## config.mk

```make
export PLATFORM = sky130hd
export DESIGN_NAME = acsr_setup_regs
export DESIGN_NICKNAME = d
export VERILOG_FILES = /design/src/hdl/acsr_pkg.sv /design/src/hdl/acsr_setup_regs.sv /design/src/hdl/acsr_reg16.sv
export VERILOG_INCLUDE_DIRS = /design/src /design/src/hdl
export SDC_FILE = /design/constraint.sdc
export NUM_CORES = 1
export LEC_CHECK = 0
export BUFFER_PORTS_ARGS = -buffer_cell sky130_fd_sc_hd__buf_4
export CORE_UTILIZATION = 41
export DETAILED_ROUTE_END_ITERATION = 10
export PLACE_DENSITY = 0.89
export SYNTH_ARGS = -nofsm -noshare
export SYNTH_HDL_FRONTEND = slang
export SYNTH_SLANG_ARGS = --single-unit
```

## constraint.sdc

```tcl
create_clock -name clk_i -period 4.1 [get_ports clk_i]
set_input_delay 0.82 -clock clk_i [delete_from_list [all_inputs] [get_ports clk_i]]
set_output_delay 0.82 -clock clk_i [all_outputs]
set_load 0.03 [all_outputs]
```

## src/hdl/acsr_consts.svh

```systemverilog
// Purpose: Offsets, field positions, reset values and codes of the setup register bank.
// Assumes: Register indices are word indices; the byte address is four times the index.
// Notes:   Definitions only.
`ifndef ACSR_CONSTS_SVH
`define ACSR_CONSTS_SVH

// Register indices (byte address = index * 4)
`define ACSR_IDX_SETUP0 6'h20
`define ACSR_IDX_SETUP1 6'h21
`define ACSR_IDX_CH3MAP 6'h10

// Reset values and writable-bit masks
`define ACSR_SETUP_RST 16'h1020
`define ACSR_SETUP_WMASK 16'h1030
`define ACSR_CHMAP_RST 16'h0001
`define ACSR_CHMAP_WMASK 16'hB3FF

// Setup register fields
`define ACSR_CODING_BIT 12
`define ACSR_REF_HI 5
`define ACSR_REF_LO 4

// Channel map fields
`define ACSR_CH_EN_BIT 15
`define ACSR_SETUP_SEL_HI 13
`define ACSR_SETUP_SEL_LO 12
`define ACSR_POS_HI 9
`define ACSR_POS_LO 5
`define ACSR_NEG_HI 4
`define ACSR_NEG_LO 0

// Input select codes
`define ACSR_IN_LAST 5'h04
`define ACSR_IN_REFP 5'h15
`define ACSR_IN_REFN 5'h16

// Number of setups held here and routing vector width
`define ACSR_NUM_SETUPS 2
`define ACSR_ROUTE_W 7
`define ACSR_ROUTE_REFP 5
`define ACSR_ROUTE_REFN 6

`endif

```

## src/hdl/acsr_pkg.sv

```systemverilog
// Purpose: Types shared by the setup register bank.
// Assumes: Constants come from acsr_consts.svh.
// Notes:   Holds types only.
package acsr_pkg;

    // Reference source as seen by the converter
    typedef enum logic [1:0] {
        ACSR_REF_EXTERNAL = 2'b00,
        ACSR_REF_INTERNAL = 2'b10,
        ACSR_REF_SUPPLY = 2'b11
    } acsr_ref_type;

    // Output coding of results
    typedef enum logic {
        ACSR_CODE_UNIPOLAR = 1'b0,
        ACSR_CODE_OFFSET_BIN = 1'b1
    } acsr_coding_type;

endpackage : acsr_pkg

```

## src/hdl/acsr_setup_regs.sv

```systemverilog
// Purpose: Setup 0/1 reference and coding registers and the channel 3 input map.
// Assumes: Classic Wishbone slave, 32-bit data, byte addresses, one clock.
// Notes:   Setups 2 and 3 live elsewhere and arrive as plain inputs.
`timescale 1ns/100ps
`default_nettype none
`include "acsr_consts.svh"

// What this block does
// - The channel 3 negative-input code routes input 0..4, the positive or the negative reference, and resets to input 1.
// - Each setup has its own 16-bit register holding reference and coding choices.
// - Bit 12 of a setup register picks unipolar (0) or offset binary (1) results.
// - Setup 0 sits at index 0x20 and resets to 0x1020.
// - Bits 5:4 pick external (00), internal (10) or supply-difference (11) reference, reset 10.
// - Reserved setup bits 15:13, 11:6 and 3:0 are read-only and software writes them as zero.
// - Setup 1 sits at index 0x21 with the same layout and reset value as setup 0.
// - A conversion uses the setup chosen by the active channel's 2-bit setup field.
module acsr_setup_regs (
    // Clock and reset
    input wire logic clk_i,
    input wire logic rst_i,
    // Wishbone slave
    input wire logic wb_cyc_i,
    input wire logic wb_stb_i,
    input wire logic wb_we_i,
    input wire logic [7:0] wb_adr_i,
    input wire logic [3:0] wb_sel_i,
    input wire logic [31:0] wb_dat_i,
    output logic [31:0] wb_dat_o,
    output logic wb_ack_o,
    // Setups held outside this block
    input wire logic [15:0] setup2_cfg_i,
    input wire logic [15:0] setup3_cfg_i,
    // Channel 3 routing
    output logic ch3_enable_o,
    output logic [4:0] ch3_pos_select_o,
    output logic [6:0] ch3_neg_route_o,
    // Setup applied to channel 3 conversions
    output logic [1:0] ch3_setup_choice_o,
    output logic ch3_coding_o,
    output logic [1:0] ch3_reference_o
);

    logic ack_q;
    logic [31:0] rdata_q;
    logic req;
    logic wr_pulse;
    logic [5:0] word_idx;
    logic hit_setup0;
    logic hit_setup1;
    logic hit_chmap;
    logic [15:0] setup_cfg [0:`ACSR_NUM_SETUPS-1];
    logic [15:0] channel3_input_map;
    logic [15:0] rd_mux;
    logic [6:0] route_d;
    logic [6:0] route_q;
    logic en_q;
    logic [4:0] pos_q;
    logic [1:0] sel_q;
    logic coding_q;
    logic [1:0] ref_q;
    logic [15:0] active_cfg;
    logic [1:0] active_ref_code;
    acsr_pkg::acsr_ref_type ref_d;

    // Bus request decode; registers are word aligned so low address bits are ignored
    assign req = wb_cyc_i & wb_stb_i;
    assign word_idx = wb_adr_i[7:2];
    // Write lands at the edge where the master sees ack, not before
    assign wr_pulse = req & wb_we_i & ack_q;

    // Address decode
    always_comb begin
        hit_setup0 = 1'b0;
        hit_setup1 = 1'b0;
        hit_chmap = 1'b0;
        if (word_idx == `ACSR_IDX_SETUP0) begin
            hit_setup0 = 1'b1;
        end else if (word_idx == `ACSR_IDX_SETUP1) begin
            hit_setup1 = 1'b1;
        end else if (word_idx == `ACSR_IDX_CH3MAP) begin
            hit_chmap = 1'b1;
        end
    end

    // One register per setup, same layout and reset for both
    genvar gi;
    generate
        for (gi = 0; gi < `ACSR_NUM_SETUPS; gi = gi + 1) begin : g_setup
            logic hit;
            assign hit = (gi == 0) ? hit_setup0 : hit_setup1;
            acsr_reg16 #(
                .RESET_VAL(`ACSR_SETUP_RST),
                .WMASK(`ACSR_SETUP_WMASK)
            ) u_setup (
                .clk_i(clk_i),
                .rst_i(rst_i),
                .wr_i(wr_pulse & hit),
                .sel_i(wb_sel_i[1:0]),
                .data_i(wb_dat_i[15:0]),
                .value_o(setup_cfg[gi])
            );
        end
    endgenerate

    // Channel 3 map: reserved bits 14 and 11:10 stay zero
    acsr_reg16 #(
        .RESET_VAL(`ACSR_CHMAP_RST),
        .WMASK(`ACSR_CHMAP_WMASK)
    ) u_ch3_map (
        .clk_i(clk_i),
        .rst_i(rst_i),
        .wr_i(wr_pulse & hit_chmap),
        .sel_i(wb_sel_i[1:0]),
        .data_i(wb_dat_i[15:0]),
        .value_o(channel3_input_map)
    );

    // Read mux; unmapped words read as zero and still get an ack
    always_comb begin
        rd_mux = 16'h0000;
        if (hit_setup0) begin
            rd_mux = setup_cfg[0];
        end else if (hit_setup1) begin
            rd_mux = setup_cfg[1];
        end else if (hit_chmap) begin
            rd_mux = channel3_input_map;
        end
    end

    // Ack one cycle after the request, dropped the cycle after it was given
    always_ff @(posedge clk_i) begin
        if (rst_i) begin
            ack_q <= 1'b0;
        end else begin
            ack_q <= req & ~ack_q;
        end
    end

    // Read data captured with the ack so it is stable while ack is high
    always_ff @(posedge clk_i) begin
        if (rst_i) begin
            rdata_q <= 32'h00000000;
        end else if (req & ~ack_q) begin
            rdata_q <= {16'h0000, rd_mux};
        end
    end

    // Negative input decode; unlisted codes leave the input unconnected
    always_comb begin
        route_d = 7'h00;
        if (channel3_input_map[`ACSR_NEG_HI:`ACSR_NEG_LO] <= `ACSR_IN_LAST) begin
            route_d[channel3_input_map[2:0]] = 1'b1;
        end else if (channel3_input_map[`ACSR_NEG_HI:`ACSR_NEG_LO] == `ACSR_IN_REFP) begin
            route_d[`ACSR_ROUTE_REFP] = 1'b1;
        end else if (channel3_input_map[`ACSR_NEG_HI:`ACSR_NEG_LO] == `ACSR_IN_REFN) begin
            route_d[`ACSR_ROUTE_REFN] = 1'b1;
        end
    end

    // Pick the setup named by the channel's setup field
    always_comb begin
        case (channel3_input_map[`ACSR_SETUP_SEL_HI:`ACSR_SETUP_SEL_LO])
            2'b00: active_cfg = setup_cfg[0];
            2'b01: active_cfg = setup_cfg[1];
            2'b10: active_cfg = setup2_cfg_i;
            default: active_cfg = setup3_cfg_i;
        endcase
    end

    assign active_ref_code = active_cfg[`ACSR_REF_HI:`ACSR_REF_LO];

    // Reference decode; the undefined code falls back to the external source
    always_comb begin
        case (active_ref_code)
            2'b10: ref_d = acsr_pkg::ACSR_REF_INTERNAL;
            2'b11: ref_d = acsr_pkg::ACSR_REF_SUPPLY;
            default: ref_d = acsr_pkg::ACSR_REF_EXTERNAL;
        endcase
    end

    // Routing outputs registered so the analog switches see no decode glitches
    always_ff @(posedge clk_i) begin
        if (rst_i) begin
            route_q <= 7'h02;
            en_q <= 1'b0;
            pos_q <= 5'h00;
        end else begin
            route_q <= route_d;
            en_q <= channel3_input_map[`ACSR_CH_EN_BIT];
            pos_q <= channel3_input_map[`ACSR_POS_HI:`ACSR_POS_LO];
        end
    end

    // Active setup outputs; internal reference power is software's job elsewhere
    always_ff @(posedge clk_i) begin
        if (rst_i) begin
            sel_q <= 2'h0;
            coding_q <= 1'b1;
            ref_q <= 2'h2;
        end else begin
            sel_q <= channel3_input_map[`ACSR_SETUP_SEL_HI:`ACSR_SETUP_SEL_LO];
            coding_q <= active_cfg[`ACSR_CODING_BIT];
            ref_q <= ref_d;
        end
    end

    assign wb_ack_o = ack_q;
    assign wb_dat_o = rdata_q;
    assign ch3_enable_o = en_q;
    assign ch3_pos_select_o = pos_q;
    assign ch3_neg_route_o = route_q;
    assign ch3_setup_choice_o = sel_q;
    assign ch3_coding_o = coding_q;
    assign ch3_reference_o = ref_q;

endmodule : acsr_setup_regs

`default_nettype wire

```

## src/hdl/acsr_reg16.sv

```systemverilog
// Purpose: One 16-bit software register with byte-lane writes and read-only bits.
// Assumes: Write strobe is a single-cycle pulse from the bus slave.
// Notes:   Bits outside WMASK hold their reset value and ignore writes.
`timescale 1ns/100ps
`default_nettype none

module acsr_reg16 #(
    parameter logic [15:0] RESET_VAL = 16'h0000,
    parameter logic [15:0] WMASK = 16'hFFFF
) (
    // Clock and reset
    input wire logic clk_i,
    input wire logic rst_i,
    // Write port
    input wire logic wr_i,
    input wire logic [1:0] sel_i,
    input wire logic [15:0] data_i,
    // Stored value
    output logic [15:0] value_o
);

    logic [15:0] value_q;
    logic [15:0] lane_mask;

    // Writable bits in the enabled byte lanes
    assign lane_mask = WMASK & {{8{sel_i[1]}}, {8{sel_i[0]}}};

    // Read-only bits keep their reset value forever
    always_ff @(posedge clk_i) begin
        if (rst_i) begin
            value_q <= RESET_VAL;
        end else if (wr_i) begin
            value_q <= (value_q & ~lane_mask) | (data_i & lane_mask);
        end
    end

    assign value_o = value_q;

endmodule : acsr_reg16

`default_nettype wire

```

======== Word level (Yosys, flattened, before mapping) ========
Index checks and enable logic that the tools add are counted.
storage, ports and cells
  register bits ........................... 83
  input port bits ......................... 81
  output and inout port bits .............. 51
  word-level logic and storage cells ...... 64
cells by class
  $lt $le $gt $ge ......................... 3
  eq/ne operators ......................... 9
  mux-type cells .......................... 18
  bitwise logic cells ..................... 19
  reduce and logical (&&, ||, !) cells .... 3
operators with widths
  cell                                                            number
  AND 16 bit                                                      4
  2-to-1 mux 16 bit                                               3
  OR 16 bit                                                       3
  one-hot mux 13 bit (3 select lines)                             1
  AND 16 x 13 -> 16 bit                                           1
  inverter 13 -> 16 bit                                           1
  inverter 16 bit                                                 1
  == test 6 bit, second input constant                            2
  == test 5 bit, second input constant                            2
  2-to-1 mux 1 bit                                                10
  AND 1 bit                                                       7
  == test 2 bit, second input constant                            3
  == test 6 x 5 -> 1 bit, second input constant                   1
  less-or-equal comparator 5 x 3 -> 1 bit, second input constant  1
  < comparator 3 x 4 -> 1 bit, second input constant              1
  2-to-1 mux 2 bit                                                2
  one-hot mux 2 bit (2 select lines)                              1
  demux 1 bit (select 3 bit)                                      1
  >= comparator 3 x 1 -> 1 bit, second input constant             1
  == test 2 x 1 -> 1 bit, second input constant                   1
  logical NOT 2 bit                                               1
  inverter 1 bit                                                  2
  OR reduction 2 bit                                              1
  logical AND 1 bit                                               1

======== Logic depth before layout (Yosys ltp) ========
Gate-level depths: netlist (run 1).
  word-level depth ........................ 7
  mapped depth ............................ 4
  mapped depth without buffers ............ 3

======== Hierarchy ========
From an unflattened synthesis (run 1), not the netlist that was laid out.
unflattened totals
  cell total of the unflattened synthesis .. 317
  area, all modules ....................... 2967.8 um2
modules (own cells, without submodules)
  module                               instances  cells an instance  area each (um2)  sequential area each (um2)
  acsr_setup_regs                      1          206                1901.8           700.7
  acsr_reg16 (u_ch3_map)               1          63                 633.1            260.2
  acsr_reg16 (g_setup[0].u_setup ...)  2          24                 216.5            60.1

======== Worst setup path after synthesis (run 1) ========
Ideal clock, no wire load.
  path type ............................... input-to-reg
  start point ............................. in wb_adr_i[3]
  end point ............................... reg with a tool-made name
  library setup time ...................... 121 ps
  data arrival time ....................... 1791 ps
  path slack .............................. 2187 ps
  cell stages on the path ................. 4
  cell sequence ........................... nor4_4 > and4_1 > buf_6 > mux2_4
RTL lines
  element          RTL line               RTL
  start, declared  acsr_setup_regs.sv:25  input wire logic [7:0] wb_adr_i,

==> metrics.md, run 1 <==
| Metric | Value |
|---|---|
| Outcome | finished clean |
| TritonCTS Buffers | 5 |
| M3 GR Usage | 0.0357 |
| Worst hold slack | 0.476 ns |
| FF+latch count, synth | 51 |
| Clock sink count | 51 |
| Chip height | 73.8 microns |
| Clock Latency Late Sink | 0.29 ns |
| Final period util | 0.511 |
| Worst path max stage delay | 0.60 ns |
| Setup crit end kind | flip-flop |
| Area share of and/or/nand/nor cells after synthesis | 0.207 |
| CORE AREA | 4850 sq um |
| Global placement routability congestion | 0.908 |
| Overflow after GRT | 0 |
| CP Cell Sequence | buf_4, nor4_4, and4_1, mux2_4 |
| Register share of total power | 0.551 |
| Commonest non-fill, non-tap cell in the layout | buf_4 |
| Pwr dens | 338 nW/um^2 |
| WP data arrival | 2.27 ns |
| Vias per Instance | 4.92 |
| Final TNS setup | 0 ns |
| Via count | 1594 |
| Logic pwr share | 0.088 |
| Data required, critical path | 4.28 ns |
| First-pass GRT wire length | 6.96 mm |
| Sw power | 197 uW |
| Crit. Startpoint | wb_adr_i[2] |
| Sw Share | 0.218 |
| Mapped Cells | 195 |
| Synth cell types | 34 |
| Post-CTS Resized | 0 |
| Compound-gate portion of the synthesized area | 0.0857 |
| Critical path type | input port to flip-flop |
| Total chip power | 901 uW |
| Pint | 704 uW |
| Pin count of the biggest net entering global routing | 42 |
| Total setup buffers inserted after CTS | 0 |
| Adder-cell share of the synthesized area | 0 |
| Crit path max-delay family | simple AND/OR/NAND/NOR gates |
| Clock root cell | clkbuf_8 |
| Non-Filler Instances | 324 |
| DRC | 0 |
| Cts hold-fix bufs | 0 |
| H-tree depth | 2 |
| Number of global-route vias before repair | 1477 |
| Register area share after synthesis | 0.483 |
| Die width | 73.8 microns |
| Hold/Removal Path Class | flip-flop to flip-flop |
| Num rows | 25 |
| 1st-pass router iterations | 4 |
| Initial antenna violation count | 0 |
| Pleak | 0.00116 uW |
| Fin worst setup slack | 2.01 ns |
| Nets | 338 |
| Finish-stage setup viols | 0 |
| Clk pin slew, worst setup/hold paths | 0.08 ns |
| Initial cell density of the core | 0.436 |
| Clock Path Buffers | 2 |
| Final hold vios | 0 |
| TritonCTS clock tree | yes |
| GR peak layer | met2 |
| Mapped cell area | 2120 sq um |
| HP Start | wb_dat_o[4] |
| Routed length per instance | 13.8 microns |
| Multiplexer share of the synthesized area | 0.132 |
| Main combinational cell family by area after synthesis | simple AND/OR/NAND/NOR gates |
| DRT antenna net count | 0 |
| Syn avg cell area | 10.9 sq um |
| Share of cells above drive strength 1 | 0.354 |
| Number of instances in the placed design | 317 |
| GR Util met1 | 0.215 |
| DP Worst Slack | 1.68 ns |
| Overall Global Routing Usage | 0.172 |
| MaxCap Viol Count | 0 |
| Area grow syn2layout | 26.0% |
| Initial DRC Count | 52 |
| Xor and xnor area share after synthesis | 0 |
| WP buf/inv | 1 |
| Die footprint | 5450 sq um |
| RSZ-0062 raised after global routing | no |
| Clk pwr share | 0.361 |
| Count of warnings emitted by yosys | 0 |
| I/O Buffers | 63 |
| Clock skew | 0.00269 ns |
| Worst Tran Pin Value | 0.542 ns |
| Nature of the critical path startpoint | input port |
| Antenna Cells | 0 |
| Max-Slew Margin vs Limit | 0.636 |
| Io pins | 132 |
| M2 GR Usage | 0.301 |
| Fmax | 0.478 GHz |
| R2r startpoint | wb_ack_o |
| Period minus WS final | 2.09 ns |
| Slew Limit Fails | 0 |
| CP Max Fanout | 9 |
| Hpwl dp | 3.36 mm |
| Wirelength, routed | 4.46 mm |
| Peak VDD IR | 0.140 mV |
| CP max-delay cell | and4_1 |
| Most frequent cells in the layout | buf_4, dfxtp_1, conb_1 |
synthesized netlist by cell type:
master     number  share of area
a221oi_1        3          0.012
a22o_1         10          0.041
a31o_2          1         0.0041
a31oi_1         1         0.0030
and2b_2         3          0.012
and3_2          1         0.0035
and3b_2         1         0.0047
and4_1          3          0.012
and4bb_2        1         0.0059
buf_1           1         0.0018
buf_2           1         0.0024
buf_4          20          0.071
buf_6           1         0.0053
clkbuf_1        4         0.0071
conb_1          1         0.0018
dfxtp_1        51           0.48
inv_1           2         0.0035
mux2_2          5          0.027
mux2_4          3          0.021
mux2i_1        11          0.052
mux4_2          3          0.032
nand2_1         4         0.0071
nand2b_1       12          0.035
nand3_1         1         0.0024
nand4_1         4          0.012
nor2_1         14          0.025
nor2b_1        18          0.053
nor3_1          3         0.0071
nor3b_1         2         0.0071
nor4_1          1         0.0030
nor4_4          1          0.010
o2bb2ai_1       3          0.012
o311ai_0        3          0.012
or2_2           2         0.0059
path summary, 6_finish.rpt:
check / depth (start not counted) / endpoint / slack (ns)
hold / removal: 1 / wb_dat_o[4] / 0.48
setup reg to reg: 3 / flip-flop / 2.34
setup / recovery: 4 / flip-flop / 2.01
hold reg to reg: 1 / wb_dat_o[4] / 0.48
power by group through the flow:
stage / Combinational (uW) / Clock (uW) / Sequential [uW]
after floorplan: 57.8 / 0 / 509
after global placement: 77.8 / 0 / 508
after detailed placement: 79.1 / 0 / 508
after CTS: 79.1 / 334 / 496
after global routing: 85.8 / 352 / 496
final: 79.5 / 325 / 496
metrics by stage:
stage	cell area [sq um]	utilization
detailed placement	2560	0.529
CTS	2670	0.550
finish	2670	0.550
global route	2670	0.550
global placement	2560	0.529
floorplan	2180	-
area by class of cell:
type | count | area (sq um)
inverter | 2 | 7.51
fill | 450 | 2180
multi-input combinational | 133 | 970
clock inverter | 1 | 30.0
clock buffer | 6 | 72.6
timing repair buffer | 64 | 480
tap | 67 | 83.8
sequential | 51 | 1020
cell families (layout without fill, tap and decap cells):
group,after synthesis,in the layout
buffers and inverters,29,73
DFF,51,51
and+or+nand+nor,71,71
muxes,22,22
other,1,19
AOI/OAI and AO/OA,21,21
per-layer routing:
| metal | wire length, microns | vias to the layer above | share of wire |
|---|---|---|---|
| li1 | - | 771 | - |
| met1 | 1980 | 759 | 0.44 |
| met2 | 2210 | 59 | 0.50 |
| met3 | 237 | 5 | 0.053 |
| met4 | 34 | 0 | 0.0076 |
| met5 | 0 | - | 0 |
Power figures use the tool's default switching activity.
==> run 2: changes to the inputs <==
- CORE_UTILIZATION: 41 -> 38
- PLACE_DENSITY: 0.89 -> 0.87
- clock period: 4.1 -> 1.9 ns (I/O delays scaled with it)
==> run 2 against run 1 <==
Compared with the run above: routed wire length decreased by 4.6%; critical path depth unchanged; final cell count increased by 2.2%.
==> metrics.md, run 2 (synthesized netlist as in run 1, its figures left out) <==
| Metric | Value |
|---|---|
| Outcome | finished clean |
| H-tree depth | 2 |
| Vias per Instance | 4.72 |
| Wirelength, routed | 4.26 mm |
| Data required, critical path | 2.12 ns |
| Nets | 341 |
| Clk pwr share | 0.320 |
| Cts hold-fix bufs | 0 |
| Routed length per instance | 12.9 microns |
| Pleak | 0.00116 uW |
| Met3 WL | 248 microns |
| CP Max Fanout | 6 |
| Clock Path Buffers | 2 |
| RSZ-0062 raised after global routing | no |
| Sw Share | 0.236 |
| Commonest non-fill, non-tap cell in the layout | buf_4 |
| Critical path type | flip-flop to flip-flop |
| Logic pwr share | 0.094 |
| Overall Global Routing Usage | 0.150 |
| CORE AREA | 5240 sq um |
| CP Cell Sequence | and4_1, and4_1, buf_4, mux2i_1 |
| Design area | 2670 sq um |
| Chip height | 76.6 microns |
| Peak VDD IR | 0.272 mV |
| Hpwl dp | 3.20 mm |
| Clk pin slew, worst setup/hold paths | 0.08 ns |
| TritonCTS clock tree | yes |
| Clock root cell | clkbuf_8 |
| Crit path max-delay family | simple AND/OR/NAND/NOR gates |
| Met1 wire length | 2.02 mm |
| Antenna Cells | 0 |
| Final period util | 0.818 |
| 1st-pass router iterations | 4 |
| Worst hold slack | 0.353 ns |
| Clock Latency Late Sink | 0.29 ns |
| HP Start | wb_dat_i[2] |
| Pin count of the biggest net entering global routing | 41 |
| TritonCTS Buffers | 5 |
| Via count | 1562 |
| Post-CTS Resized | 0 |
| Nature of the critical path startpoint | flip-flop |
| Final TNS setup | 0 ns |
| CP max-delay cell | and4_1 |
| Pint | 1390 uW |
| Finish-stage setup viols | 0 |
| Sw power | 432 uW |
| Worst path max stage delay | 0.39 ns |
| Global placement routability congestion | 0.858 |
| Setup crit end kind | flip-flop |
| Pwr dens | 684 nW/um^2 |
| I/O Buffers | 63 |
| Initial cell density of the core | 0.404 |
| Initial DRC Count | 50 |
| Initial antenna violation count | 0 |
| Most frequent CP cell | and4_1 |
| Overflow after GRT | 0 |
| Crit. Startpoint | wb_ack_o |
| MaxCap Viol Count | 0 |
| Fmax | 0.644 GHz |
| Hold/Removal Path Class | input port to flip-flop |
| First-pass GRT wire length | 6.85 mm |
| WP buf/inv | 1 |
| Placed Area | 2590 sq um |
| DRT antenna net count | 0 |
| Area grow syn2layout | 26.2% |
| Total setup buffers inserted after CTS | 0 |
| Final hold vios | 0 |
| Number of global-route vias before repair | 1415 |
| DRC | 0 |
| Clock skew | 0.00533 ns |
| Io pins | 132 |
| WP data arrival | 1.77 ns |
| Die footprint | 5870 sq um |
| Clock sink count | 51 |
| WL met2 | 1.96 mm |
| Slew Limit Fails | 0 |
| Num rows | 26 |
| Top sig layer | met4 |
| Fillers | 510 |
| R2r startpoint | wb_ack_o |
| Period minus WS final | 1.55 ns |
| Share of cells above drive strength 1 | 0.360 |
| Register share of total power | 0.586 |
| Die width | 76.6 microns |
| Most frequent cells in the layout | buf_4, dfxtp_1, conb_1 |
run 2: path summary, 6_finish.rpt:
kind	end	slack, ns	cells past startpoint
worst max-delay path	flip-flop	0.35	4
worst max register to register	flip-flop	0.35	4
worst min register to register	wb_dat_o[6]	0.47	1
worst min-delay path	flip-flop	0.35	3
run 2: per-stage QoR:
stage	power [uW]	setup WS (ns)	utilization	std cells
after global placement	1270	0.140	0.494	323
final	1830	0.346	0.510	331
after global routing	1910	0.231	0.510	331
after detailed placement	1270	0.120	0.494	323
after floorplan	1220	0.317	-	213
after CTS	1850	0.337	0.510	331
run 2: area by class of cell:
class | count | area, sq um | area share
inverter | 2 | 7.51 | 0.00281
timing repair buffer | 67 | 503 | 0.188
clock buffer | 7 | 76.3 | 0.0286
tap | 70 | 87.6 | 0.0328
sequential | 51 | 1020 | 0.382
multi-input combinational | 133 | 970 | 0.363
clock inverter | 1 | 5.00 | 0.00187
run 2: power groups by stage:
stage	Combinational (uW)	Sequential [uW]	Clock (uW)
finish	172	1070	583
global placement	170	1100	0
floorplan	125	1100	0
CTS	172	1070	607
global route	185	1070	659
detailed placement	171	1100	0
run 2: tightest hold or removal path: cells and delay by family:
family                 cells  cell delay [ns]
and+or+nand+nor            1             0.06
buffers and inverters      1             0.10
muxes                      1             0.06
run 2: layer usage:
metal,vias to the layer above,GRT usage
met5,-,0
met4,0,0.0519
met3,2,0.0323
met2,58,0.236
met1,728,0.203
li1,774,-
==> run 3: changes to the inputs <==
- clock period: 1.9 -> 1.3 ns (I/O delays scaled with it)
==> run 3 against run 2 <==
Compared with the run above: the flow now finishes with violations (setup timing); global-route usage increased by 1.0 points; clock skew decreased by 0.0013 ns; sequential power increased by 46%; register-to-register slack got worse by 0.35 ns; critical path type unchanged; largest power group unchanged.
==> metrics.md, run 3 (synthesized netlist as in run 1, its figures left out) <==
| Metric | Value |
|---|---|
| Outcome | finished, violations left |
| Failing checks | setup timing |
| H-tree depth | 2 |
| Initial DRC Count | 57 |
| Worst path max stage delay | 0.35 ns |
| Share of cells above drive strength 1 | 0.412 |
| Cts hold-fix bufs | 0 |
| First-pass GRT wire length | 7.27 mm |
| Io pins | 132 |
| RSZ-0062 raised after global routing | yes |
| Die footprint | 5870 sq um |
| Pint | 2060 uW |
| TritonCTS Buffers | 5 |
| Pin count of the biggest net entering global routing | 41 |
| Design area | 2860 sq um |
| Setup crit end kind | flip-flop |
| Final hold vios | 0 |
| Overall Global Routing Usage | 0.161 |
| Clk pin slew, worst setup/hold paths | 0.08 ns |
| Chip height | 76.6 microns |
| Overflow after GRT | 0 |
| Register share of total power | 0.579 |
| Wirelength, routed | 4.56 mm |
| Logic pwr share | 0.103 |
| Routed length per instance | 13.1 microns |
| Sw power | 639 uW |
| Pleak | 0.00127 uW |
| CP Max Fanout | 5 |
| Clock Latency Late Sink | 0.29 ns |
| TritonCTS clock tree | yes |
| Fmax | 0.768 GHz |
| Most frequent cells in the layout | buf_4, dfxtp_1, conb_1 |
| Critical path type | flip-flop to flip-flop |
| Slew Limit Fails | 0 |
| Hpwl dp | 3.49 mm |
| Die width | 76.6 microns |
| Initial cell density of the core | 0.404 |
| DP Worst Slack | -0.281 ns |
| I/O Buffers | 63 |
| Pwr dens | 945 nW/um^2 |
| Period minus WS final | 1.30 ns |
| Clk pwr share | 0.317 |
| Sw Share | 0.237 |
| Nature of the critical path startpoint | flip-flop |
| Post-layout util | 0.545 |
| Via count | 1653 |
| 1st-pass router iterations | 4 |
| Peak VDD IR | 0.412 mV |
| Final TNS setup | -0.00963 ns |
| Final period util | 1.00 |
| Area grow syn2layout | 34.9% |
| Number of global-route vias before repair | 1585 |
| Antenna Cells | 0 |
| MaxCap Viol Count | 0 |
| Nets | 359 |
| Num rows | 26 |
| Global placement routability congestion | 0.880 |
| CORE AREA | 5240 sq um |
| WP data arrival | 1.49 ns |
| Vias per Instance | 4.74 |
| CP Cell Sequence | and4_4, and4_1, buf_6, mux2_4 |
| Fin worst setup slack | -0.00266 ns |
| Placed Area | 2730 sq um |
| DRC | 0 |
| Clock Path Buffers | 2 |
| DRT antenna net count | 0 |
| CP max-delay cell | dfxtp_4 |
| Clock skew | 0.00400 ns |
| Data required, critical path | 1.49 ns |
| Finish-stage setup viols | 6 |
| Commonest non-fill, non-tap cell in the layout | buf_4 |
| Hold/Removal Path Class | input port to flip-flop |
| Initial antenna violation count | 0 |
| Clock sink count | 51 |
| Clock root cell | clkbuf_8 |
==> run 3: cell count changes in the layout (fill, tap and decap cells not counted) <==
| cell | previous run | this run |
|---|---|---|
| dfxtp_4 | 0 | 1 |
| dfxtp_2 | 0 | 1 |
| dfxtp_1 | 51 | 49 |
| buf_12 | 0 | 1 |
| and4_4 | 0 | 1 |
| buf_6 | 0 | 3 |
| buf_4 | 67 | 81 |
| mux2_2 | 5 | 0 |
| and4_1 | 3 | 2 |
| mux2_4 | 3 | 8 |
==> run 3: worst max-delay path: cells and delay by family, from the launching register on <==
family,cells,cell delay (ns)
mux,1,0.29
buf+inv,1,0.14
flops,1,0.35
simple gates,2,0.41
==> run 3: timing repair <==
| action | CTS | global route |
|---|---|---|
| setup endpoints to repair | 12 | 11 |
| pin swaps | 1 | 0 |
| endpoints found under the hold margin | 0 | 0 |
| setup buffers | 3 | 0 |
| resized for setup | 5 | 1 |
| cloned | 0 | 0 |
==> run 3: through the flow <==
stage | hold WS, ns | total power, uW | std cells
6_report | 0.230 | 2700 | 349
5_1_grt | 0.222 | 2820 | 349
4_1_cts | 0.221 | 2730 | 349
3_5_place_dp | 0.452 | 1880 | 338
3_3_place_gp | 0.445 | 1870 | 338
2_1_floorplan | 0.415 | 1790 | 213
==> run 3: path summary, 6_finish.rpt <==
kind	startpoint	end	slack, ns	cells after the start
max reg2reg	wb_ack_o	flip-flop	-0.003	4
min reg2reg	wb_dat_o[4]	wb_dat_o[4]	0.48	1
min	wb_dat_i[0]	flip-flop	0.23	3
max	wb_ack_o	flip-flop	-0.003	4
==> run 3: layer usage <==
metal | vias up | GRT usage | routed length [microns]
li1 | 810 | - | -
met1 | 758 | 0.194 | 2050
met4 | 0 | 0.0750 | 91
met5 | - | 0 | 0
met2 | 75 | 0.259 | 2110
met3 | 10 | 0.0503 | 305
==> run 3: power by group through the flow <==
stage	registers [uW]	logic (uW)	clock network, uW
global placement	1600	275	0
detailed placement	1600	277	0
CTS	1560	278	889
global route	1560	301	954
floorplan	1600	183	0
finish	1560	279	856
==> run 3: layout make-up <==
| class | count | area, sq um |
|---|---|---|
| clock buffer | 7 | 76.3 |
| sequential | 51 | 1030 |
| clock inverter | 1 | 5.00 |
| inverter | 2 | 7.51 |
| fill | 452 | 2380 |
| tap | 70 | 87.6 |
| multi-input combinational | 133 | 991 |
| timing repair buffer | 85 | 662 |
